===== config.mk =====
export PLATFORM = sky130hd
export DESIGN_NAME = eeprom_host
export DESIGN_NICKNAME = d
export VERILOG_FILES = /design/src/eeprom_host_pkg.sv /design/src/bus_pins_if.sv /design/src/eeprom_pin_stage.sv /design/src/eeprom_host.sv
export SDC_FILE = /design/constraint.sdc
export NUM_CORES = 1
export LEC_CHECK = 0
export BUFFER_PORTS_ARGS = -buffer_cell sky130_fd_sc_hd__buf_2
export CAP_MARGIN = 10
export CORE_ASPECT_RATIO = 0.6
export CORE_UTILIZATION = 50
export DETAILED_ROUTE_END_ITERATION = 16
export PLACE_DENSITY = 0.69
export SYNTH_ARGS = -nofsm -noshare
export SYNTH_HDL_FRONTEND = slang
export SYNTH_HIERARCHICAL = 1
export SYNTH_SLANG_ARGS = --single-unit

===== constraint.sdc =====
create_clock -name CORE_CLK -period 4.6 [get_ports CORE_CLK]
set_input_delay 0.23 -clock CORE_CLK [delete_from_list [all_inputs] [get_ports CORE_CLK]]
set_output_delay 0.23 -clock CORE_CLK [all_outputs]
set_load 0.05 [all_outputs]

===== src/eeprom_host_pkg.sv =====
// Constants shared by the parallel EEPROM host controller
package eeprom_host_pkg;
  localparam int ADDR_W = 15;
  localparam int DATA_W = 8;
  localparam int PAGE_LSB = 7;
  localparam int PAGE_BYTES = 128;
  localparam int CLK_PERIOD_NS = 50;
  // Byte load interval, longest wait between falling write strobes
  localparam int BYTE_LOAD_NS = 100000;
  localparam int BYTE_LOAD_CYC = BYTE_LOAD_NS / CLK_PERIOD_NS;
  // Margin kept below the byte load interval
  localparam int LOAD_MARGIN_CYC = 100;
  // Setup and hold widths in cycles; the pulse lasts PULSE_CYC + 3 cycles
  localparam int SETUP_CYC = 2;
  localparam int PULSE_CYC = 4;
  localparam int HOLD_CYC = 2;
  // Typical programming time and polling limit
  localparam int PROG_NS = 3000000;
  localparam int PROG_CYC = PROG_NS / CLK_PERIOD_NS;
  localparam int POLL_LIMIT_CYC = 4 * PROG_CYC;
  localparam int CNT_W = 20;
  localparam logic [1:0] OP_READ = 2'h0;
  localparam logic [1:0] OP_WRITE = 2'h1;
  localparam logic [1:0] OP_POLL = 2'h2;
endpackage


===== src/bus_pins_if.sv =====
// Pin-level signals between the host sequencer and its pin stage
`timescale 1ns/1ns
interface bus_pins_if;
  logic [eeprom_host_pkg::ADDR_W-1:0] addr;
  logic [eeprom_host_pkg::DATA_W-1:0] wdata;
  logic chip_sel_n;
  logic out_drive_n;
  logic write_strobe_n;
  logic drive_data;
  logic [eeprom_host_pkg::DATA_W-1:0] rdata;
  modport ctrl (output addr, wdata, chip_sel_n, out_drive_n, write_strobe_n, drive_data,
                input rdata);
  modport pins (input addr, wdata, chip_sel_n, out_drive_n, write_strobe_n, drive_data,
                output rdata);
endinterface


===== src/eeprom_pin_stage.sv =====
// Pin stage: registers strobes out and synchronises the data lines in
`timescale 1ns/1ns
module eeprom_pin_stage (
  input wire logic clk,
  input wire logic rst,
  bus_pins_if.pins bus,
  input wire logic [eeprom_host_pkg::DATA_W-1:0] data_in,
  output logic [eeprom_host_pkg::DATA_W-1:0] data_out,
  output logic [eeprom_host_pkg::DATA_W-1:0] data_oe_n,
  output logic [eeprom_host_pkg::ADDR_W-1:0] addr_out,
  output logic chip_sel_n,
  output logic out_drive_n,
  output logic write_strobe_n
);
  logic [eeprom_host_pkg::DATA_W-1:0] sync1;
  logic [eeprom_host_pkg::DATA_W-1:0] sync2;
  logic [eeprom_host_pkg::DATA_W-1:0] sync3;

  always_ff @(posedge clk or posedge rst) begin
    if (rst) begin
      addr_out <= '0;
      data_out <= '0;
      data_oe_n <= '1;
      chip_sel_n <= 1'b1;
      out_drive_n <= 1'b1;
      write_strobe_n <= 1'b1;
    end else begin
      addr_out <= bus.addr;
      data_out <= bus.wdata;
      // Never drive the data lines while the device may be driving them
      data_oe_n <= {eeprom_host_pkg::DATA_W{~bus.drive_data}};
      chip_sel_n <= bus.chip_sel_n;
      out_drive_n <= bus.out_drive_n;
      write_strobe_n <= bus.write_strobe_n;
    end
  end

  always_ff @(posedge clk or posedge rst) begin
    if (rst) begin
      sync1 <= '0;
      sync2 <= '0;
      sync3 <= '0;
      bus.rdata <= '0;
    end else begin
      sync1 <= data_in;
      sync2 <= sync1;
      sync3 <= sync2;
      // Accept a bit only once the last two stages agree
      for (int i = 0; i < eeprom_host_pkg::DATA_W; i++) begin
        if (sync2[i] == sync3[i]) begin
          bus.rdata[i] <= sync3[i];
        end
      end
    end
  end
endmodule


===== src/eeprom_host.sv =====
// Host controller that reads, byte writes and page writes a parallel EEPROM
`timescale 1ns/1ns
module eeprom_host #(
  parameter int BYTE_LOAD_CYC = eeprom_host_pkg::BYTE_LOAD_CYC,
  parameter int POLL_LIMIT_CYC = eeprom_host_pkg::POLL_LIMIT_CYC
) (
  input wire logic CORE_CLK,
  input wire logic RST,
  input wire logic REQ_VALID,
  input wire logic [1:0] REQ_OP,
  input wire logic [eeprom_host_pkg::ADDR_W-1:0] REQ_ADDR,
  input wire logic [eeprom_host_pkg::DATA_W-1:0] REQ_DATA,
  input wire logic REQ_LAST,
  output logic REQ_READY,
  output logic RSP_VALID,
  output logic [eeprom_host_pkg::DATA_W-1:0] RSP_DATA,
  output logic RSP_ERROR,
  output logic WRITE_BUSY,
  output logic [eeprom_host_pkg::ADDR_W-1:0] EE_ADDR,
  input wire logic [eeprom_host_pkg::DATA_W-1:0] EE_DATA_IN,
  output logic [eeprom_host_pkg::DATA_W-1:0] EE_DATA_OUT,
  output logic [eeprom_host_pkg::DATA_W-1:0] EE_DATA_OE_N,
  output logic EE_CHIP_SEL_N,
  output logic EE_OUT_DRIVE_N,
  output logic EE_WRITE_STROBE_N
);
  typedef enum logic [2:0] {
    ST_IDLE = 3'h0,
    ST_SETUP = 3'h1,
    ST_PULSE = 3'h2,
    ST_HOLD = 3'h3,
    ST_LOAD = 3'h4,
    ST_PROG = 3'h5
  } state_e;

  localparam int LOAD_OK_CYC = BYTE_LOAD_CYC - eeprom_host_pkg::LOAD_MARGIN_CYC;
  localparam int RD_SETTLE = eeprom_host_pkg::PULSE_CYC + 3;
  localparam logic [eeprom_host_pkg::CNT_W-1:0] CNT_ONE = 20'h00001;

  bus_pins_if bus ();

  state_e state;
  logic [1:0] op;
  logic last;
  logic in_page;
  logic [7:0] page_count;
  logic [eeprom_host_pkg::ADDR_W-eeprom_host_pkg::PAGE_LSB-1:0] page_select_bits;
  logic [eeprom_host_pkg::ADDR_W-1:0] byte_address;
  logic [eeprom_host_pkg::DATA_W-1:0] data_lines;
  logic [eeprom_host_pkg::DATA_W-1:0] prev_poll;
  logic have_prev;
  logic [eeprom_host_pkg::CNT_W-1:0] phase_cnt;
  logic [eeprom_host_pkg::CNT_W-1:0] gap_cnt;
  logic [eeprom_host_pkg::CNT_W-1:0] prog_cnt;

  function automatic logic page_match(input logic [eeprom_host_pkg::ADDR_W-1:0] a,
      input logic [eeprom_host_pkg::ADDR_W-eeprom_host_pkg::PAGE_LSB-1:0] p);
    page_match = (a[eeprom_host_pkg::ADDR_W-1:eeprom_host_pkg::PAGE_LSB] == p);
  endfunction

  logic accept_new;
  logic accept_load;
  assign accept_new = (state == ST_IDLE) && REQ_VALID;
  // A further page byte must share the page and fit the interval
  assign accept_load = (state == ST_LOAD) && REQ_VALID && (REQ_OP == eeprom_host_pkg::OP_WRITE)
      && page_match(REQ_ADDR, page_select_bits)
      && (page_count < 8'(eeprom_host_pkg::PAGE_BYTES))
      && (gap_cnt < eeprom_host_pkg::CNT_W'(LOAD_OK_CYC));

  // Request handshake and sequencer
  always_ff @(posedge CORE_CLK or posedge RST) begin
    if (RST) begin
      state <= ST_IDLE;
      op <= eeprom_host_pkg::OP_READ;
      last <= 1'b0;
      byte_address <= '0;
      data_lines <= '0;
      phase_cnt <= '0;
    end else begin
      unique case (state)
        ST_IDLE: begin
          if (REQ_VALID) begin
            op <= REQ_OP;
            last <= REQ_LAST;
            byte_address <= REQ_ADDR;
            data_lines <= REQ_DATA;
            phase_cnt <= '0;
            state <= ST_SETUP;
          end
        end
        ST_SETUP: begin
          phase_cnt <= phase_cnt + CNT_ONE;
          if (phase_cnt + CNT_ONE >= eeprom_host_pkg::CNT_W'(eeprom_host_pkg::SETUP_CYC)) begin
            phase_cnt <= '0;
            state <= ST_PULSE;
          end
        end
        ST_PULSE: begin
          phase_cnt <= phase_cnt + CNT_ONE;
          if (phase_cnt + CNT_ONE >= eeprom_host_pkg::CNT_W'(RD_SETTLE)) begin
            phase_cnt <= '0;
            state <= ST_HOLD;
          end
        end
        ST_HOLD: begin
          phase_cnt <= phase_cnt + CNT_ONE;
          if (phase_cnt + CNT_ONE >= eeprom_host_pkg::CNT_W'(eeprom_host_pkg::HOLD_CYC)) begin
            phase_cnt <= '0;
            if (op == eeprom_host_pkg::OP_WRITE) begin
              state <= last ? ST_PROG : ST_LOAD;
            end else if (op == eeprom_host_pkg::OP_POLL && WRITE_BUSY) begin
              state <= ST_SETUP;
            end else begin
              state <= ST_IDLE;
            end
          end
        end
        ST_LOAD: begin
          if (accept_load) begin
            last <= REQ_LAST;
            byte_address <= REQ_ADDR;
            data_lines <= REQ_DATA;
            state <= ST_SETUP;
          end else if (gap_cnt >= eeprom_host_pkg::CNT_W'(LOAD_OK_CYC)) begin
            state <= ST_PROG;
          end
        end
        ST_PROG: begin
          // Poll the last byte written until the device finishes
          if (!WRITE_BUSY) begin
            state <= ST_IDLE;
          end else if (prog_cnt[3:0] == 4'hF) begin
            op <= eeprom_host_pkg::OP_POLL;
            state <= ST_SETUP;
          end
        end
        default: state <= ST_IDLE;
      endcase
    end
  end

  // Strobe generation: write strobe alone times the write so address
  // falls with it and data is taken as it rises
  always_comb begin
    bus.addr = byte_address;
    bus.wdata = data_lines;
    bus.chip_sel_n = !(state == ST_SETUP || state == ST_PULSE || state == ST_HOLD);
    bus.out_drive_n = 1'b1;
    bus.write_strobe_n = 1'b1;
    bus.drive_data = 1'b0;
    if (op == eeprom_host_pkg::OP_WRITE) begin
      bus.drive_data = !bus.chip_sel_n;
      bus.write_strobe_n = (state != ST_PULSE);
    end else begin
      bus.out_drive_n = (state != ST_PULSE) && (state != ST_HOLD);
    end
  end

  // Page tracking and the byte load interval
  always_ff @(posedge CORE_CLK or posedge RST) begin
    if (RST) begin
      in_page <= 1'b0;
      page_count <= 8'h00;
      page_select_bits <= '0;
      gap_cnt <= '0;
    end else begin
      if (accept_new && REQ_OP == eeprom_host_pkg::OP_WRITE) begin
        in_page <= 1'b1;
        page_count <= 8'h01;
        page_select_bits <= REQ_ADDR[eeprom_host_pkg::ADDR_W-1:eeprom_host_pkg::PAGE_LSB];
      end else if (accept_load) begin
        page_count <= page_count + 8'h01;
      end else if (state == ST_PROG || state == ST_IDLE) begin
        in_page <= 1'b0;
      end
      // Interval runs from each falling write strobe
      if (state == ST_SETUP && op == eeprom_host_pkg::OP_WRITE
          && phase_cnt + CNT_ONE >= eeprom_host_pkg::CNT_W'(eeprom_host_pkg::SETUP_CYC)) begin
        gap_cnt <= '0;
      end else if (in_page && gap_cnt != '1) begin
        gap_cnt <= gap_cnt + CNT_ONE;
      end
    end
  end

  // Toggle and inverted-bit polling decide the end of programming
  always_ff @(posedge CORE_CLK or posedge RST) begin
    if (RST) begin
      WRITE_BUSY <= 1'b0;
      prev_poll <= '0;
      have_prev <= 1'b0;
      prog_cnt <= '0;
      RSP_ERROR <= 1'b0;
    end else begin
      if (state == ST_HOLD && op == eeprom_host_pkg::OP_WRITE && last) begin
        WRITE_BUSY <= 1'b1;
        have_prev <= 1'b0;
        prog_cnt <= '0;
        RSP_ERROR <= 1'b0;
      end else if (state == ST_LOAD && !accept_load
          && gap_cnt >= eeprom_host_pkg::CNT_W'(LOAD_OK_CYC)) begin
        WRITE_BUSY <= 1'b1;
        have_prev <= 1'b0;
        prog_cnt <= '0;
        RSP_ERROR <= 1'b0;
      end else if (WRITE_BUSY) begin
        prog_cnt <= prog_cnt + CNT_ONE;
        if (prog_cnt >= eeprom_host_pkg::CNT_W'(POLL_LIMIT_CYC)) begin
          WRITE_BUSY <= 1'b0;
          RSP_ERROR <= 1'b1;
        end else if (state == ST_HOLD && op == eeprom_host_pkg::OP_POLL && phase_cnt == '0) begin
          prev_poll <= bus.rdata;
          have_prev <= 1'b1;
          // Finished once bit six holds still and bit seven matches the data written
          if (have_prev && bus.rdata[6] == prev_poll[6]
              && bus.rdata[7] == data_lines[7]) begin
            WRITE_BUSY <= 1'b0;
          end
        end
      end
    end
  end

  // Answers: ready and read data, all registered
  always_ff @(posedge CORE_CLK or posedge RST) begin
    if (RST) begin
      REQ_READY <= 1'b0;
      RSP_VALID <= 1'b0;
      RSP_DATA <= '0;
    end else begin
      // Ready promises a take at the next edge, so it drops before the interval lapses
      REQ_READY <= (state == ST_IDLE && !REQ_VALID)
          || (state == ST_LOAD && !accept_load
          && gap_cnt + CNT_ONE < eeprom_host_pkg::CNT_W'(LOAD_OK_CYC));
      RSP_VALID <= 1'b0;
      if (state == ST_HOLD && phase_cnt == '0 && op == eeprom_host_pkg::OP_READ) begin
        RSP_VALID <= 1'b1;
        RSP_DATA <= bus.rdata;
      end
    end
  end

  eeprom_pin_stage u_pins (
    .clk(CORE_CLK),
    .rst(RST),
    .bus(bus.pins),
    .data_in(EE_DATA_IN),
    .data_out(EE_DATA_OUT),
    .data_oe_n(EE_DATA_OE_N),
    .addr_out(EE_ADDR),
    .chip_sel_n(EE_CHIP_SEL_N),
    .out_drive_n(EE_OUT_DRIVE_N),
    .write_strobe_n(EE_WRITE_STROBE_N)
  );
endmodule


==> flow_metrics.env <==
export IMPL_track_usage=0.211
export IMPL_viasPerCell=5.53
export IMPL_setup_viol=0
export IMPL_overflow=0
export IMPL_drc=0
export IMPL_die_area_sq_mm=0.0165
export IMPL_start_util=0.517
export IMPL_rsz0062_at_grt="no"
export IMPL_final_common_cell="dfrtp_1"
export IMPL_critPathCaptureType="register"
export IMPL_ys_seq_area_frac=0.561
export IMPL_final_cell_mix="175 x dfrtp_1, 82 x buf_2, 61 x nand2_1"
export IMPL_power_leakage_nw=4.31
export IMPL_power_density_mw_per_mm2=623
export IMPL_fin_setup_tns_ps=0
export IMPL_antenna_found_initial=0
export IMPL_drive_above_1_share=0.229
export IMPL_worst_pin_slew_ps=959
export IMPL_synth_area_sq_mm=0.00799
export IMPL_synth_edf_count=0
export IMPL_cts_root_buffer="clkbuf_16"
export IMPL_drt_iter0_markers=402
export IMPL_worst_setup_path_start_kind="register"
export IMPL_cts_tree="yes"
export IMPL_synthTopCellsByArea="dfrtp_1 55%, xor2_1 4.3%, mux2_4 3.8%"
export IMPL_criticalPathCategory="reg -> reg"
export IMPL_critPathMaxFanout=20
export IMPL_cts_sinks=179
export IMPL_port_buffers=82
export IMPL_post_drt_wl_per_cell_um=16.1
export IMPL_hpwl_mm=11.0
export IMPL_wl_mm=16.1
export IMPL_postSynth_asyncResetShare=1.00
export IMPL_synth_cell_types=66
export IMPL_nNetsFinal=829
export IMPL_ys_warn_count=6
export IMPL_fillers=1208
export IMPL_chipHeight_um=99.9
export IMPL_grt_pass1_wl_mm=27.2
export IMPL_peakVddDrop_mv=0.387
export IMPL_arrival_ps=3760
export IMPL_netlist_area_leader_share=0.548
export IMPL_vias=5522
export IMPL_antenna_cells=0
export IMPL_path_clk_slew_ps=80
export IMPL_hold_viol_final=0
export IMPL_boundaryPins=83
export IMPL_worst_ep_required_time_ps=4920
export IMPL_skew_ps=14.6
export IMPL_timing_fmax_ghz=0.291
export IMPL_status="complete, no violations"
export IMPL_num_rows=35
export IMPL_hp_class="in -> reg"
export IMPL_synth_cells=707
export IMPL_stdcell_count=999
export IMPL_post_route_period_util=0.747
export IMPL_layout_min_cycle_time_ps=3440
export IMPL_gp_congestion=0.898
export IMPL_drtAntennaViolNets=0
export IMPL_grt_pass1_vias=5417
export IMPL_fp_dieW_um=165
export IMPL_first_pass_iters=5
export IMPL_grt_start_max_net_pins=74
export IMPL_drv_cap=0
export IMPL_ys_flop_type="dfrtp_1"
export IMPL_timing_slew_headroom=0.359
export IMPL_area_growth_pct=15.3
export IMPL_h_tree_depth=4
export IMPL_postCtsSetupRepairBufs=0
export IMPL_ys_seq_elements=179
export IMPL_syn_nets=753
export IMPL_core_sq_mm=0.0155
export IMPL_synth_top_area_cell="dfrtp_1"
export IMPL_drv_slew=0
export IMPL_final_util=0.596
export IMPL_syn_area_per_cell_sq_um=11.3
export IMPL_clock_path_buffers=2
export IMPL_dp_cells=957
export IMPL_cts_buffers=17
export IMPL_clkLatencyLatePin_ps=430
==> cell families after synthesis <==
group / share of synthesized area
AOI/OAI and AO/OA: 0.0713
muxes: 0.0702
xor gates and xnor gates: 0.0625
DFF: 0.561
adders and majority gates: 0.0254
and+or+nand+nor: 0.179
buffers and inverters: 0.0305
==> worst paths after layout <==
path	startpoint	to	slack, ps	cells past startpoint
setup / recovery	phase_cnt[0]$_DFFE_PP0P_	gap_cnt[12]$_DFFE_PP0P_	1160	6
hold / removal	REQ_ADDR[4]	bus.addr[4]$_DFFE_PP0P_	30	2
setup reg to reg	phase_cnt[0]$_DFFE_PP0P_	gap_cnt[12]$_DFFE_PP0P_	1160	6
hold reg to reg	u_pins/sync1[3]$_DFF_PP0_	u_pins/sync2[3]$_DFF_PP0_	350	0
max in group asynchronous	RST	phase_cnt[12]$_DFFE_PP0P_	2860	4
min in group asynchronous	RST	u_pins/addr_out[0]$_DFF_PP0_	280	3
==> cells in the mapped netlist, types with 5 or more instances <==
library cell	n
nor2b_1	23
mux2_4	20
nand4_1	27
nand2_1	61
nor2_1	52
and3_1	12
nor3_1	18
or3_1	8
xor2_1	39
a21oi_1	30
xnor2_1	18
and4_1	6
ha_1	9
inv_1	14
dfrtp_1	175
clkbuf_1	28
buf_4	8
o21ai_0	10
nand3_1	28
a31oi_1	5
and2_1	7
mux2i_1	8
maj3_2	8
nand2b_1	6
nor4_1	7
mux2_2	16
==> final cells by class <==
| cell class | count | area [sq um] | area share |
|---|---|---|---|
| clock buffer | 18 | 439 | 0.0477 |
| timing repair buffer | 96 | 538 | 0.0584 |
| inverter | 14 | 55.1 | 0.00598 |
| clock inverter | 14 | 175 | 0.0190 |
| tap | 203 | 254 | 0.0276 |
| sequential | 179 | 4480 | 0.487 |
| multi-input combinational | 475 | 3270 | 0.355 |
==> metal layers <==
metal	share of wire	vias to the layer above	routed length [um]	track usage
li1	-	2614	-	-
met1	0.50	2726	8010	0.313
met2	0.44	166	7140	0.316
met3	0.051	16	823	0.0450
met4	0.0099	0	159	0.0522
met5	0	-	0	0
==> worst max-delay path, stage by stage (launching register included) <==
cell and delay [ps]:
dfrtp_1 500, ha_1 390, nand3_1 220, or3_1 380
a221oi_2 530, nand4_1 860, a211oi_1 450
==> where the power goes <==
group / internal (mW) / switching (mW) / total [mW]
Sequential: 1.99 / 0.338 / 2.33
Clock: 0.755 / 0.703 / 1.46
Combinational: 0.652 / 1.31 / 1.96
Total: 3.40 / 2.35 / 5.74
==> state kept, by name, indices dropped and copies added (netlist names), 15 cells and up <==
signal,count
bus.addr,15
prog_cnt,20
phase_cnt,20
gap_cnt,20
u_pins/addr_out,15
==> timing repair <==
| action | CTS | global route |
|---|---|---|
| endpoints found under the hold margin | 16 | 0 |
| resized for setup | 0 | 0 |
| hold buffers | 9 | 0 |
==> metrics by stage <==
step | hold slack (ps) | instance area [sq um] | worst slack [ps] | total power [mW]
CTS | 17.6 | 9210 | 1170 | 5.78
global route | 17.1 | 9210 | 768 | 6.04
finish | 32.1 | 9210 | 1160 | 5.74
global placement | 175 | 8500 | 1400 | 4.24
floorplan | 261 | 7990 | 1180 | 3.88
detailed placement | 181 | 8500 | 1130 | 4.30
Note: power is estimated with default switching activity, not from simulation.
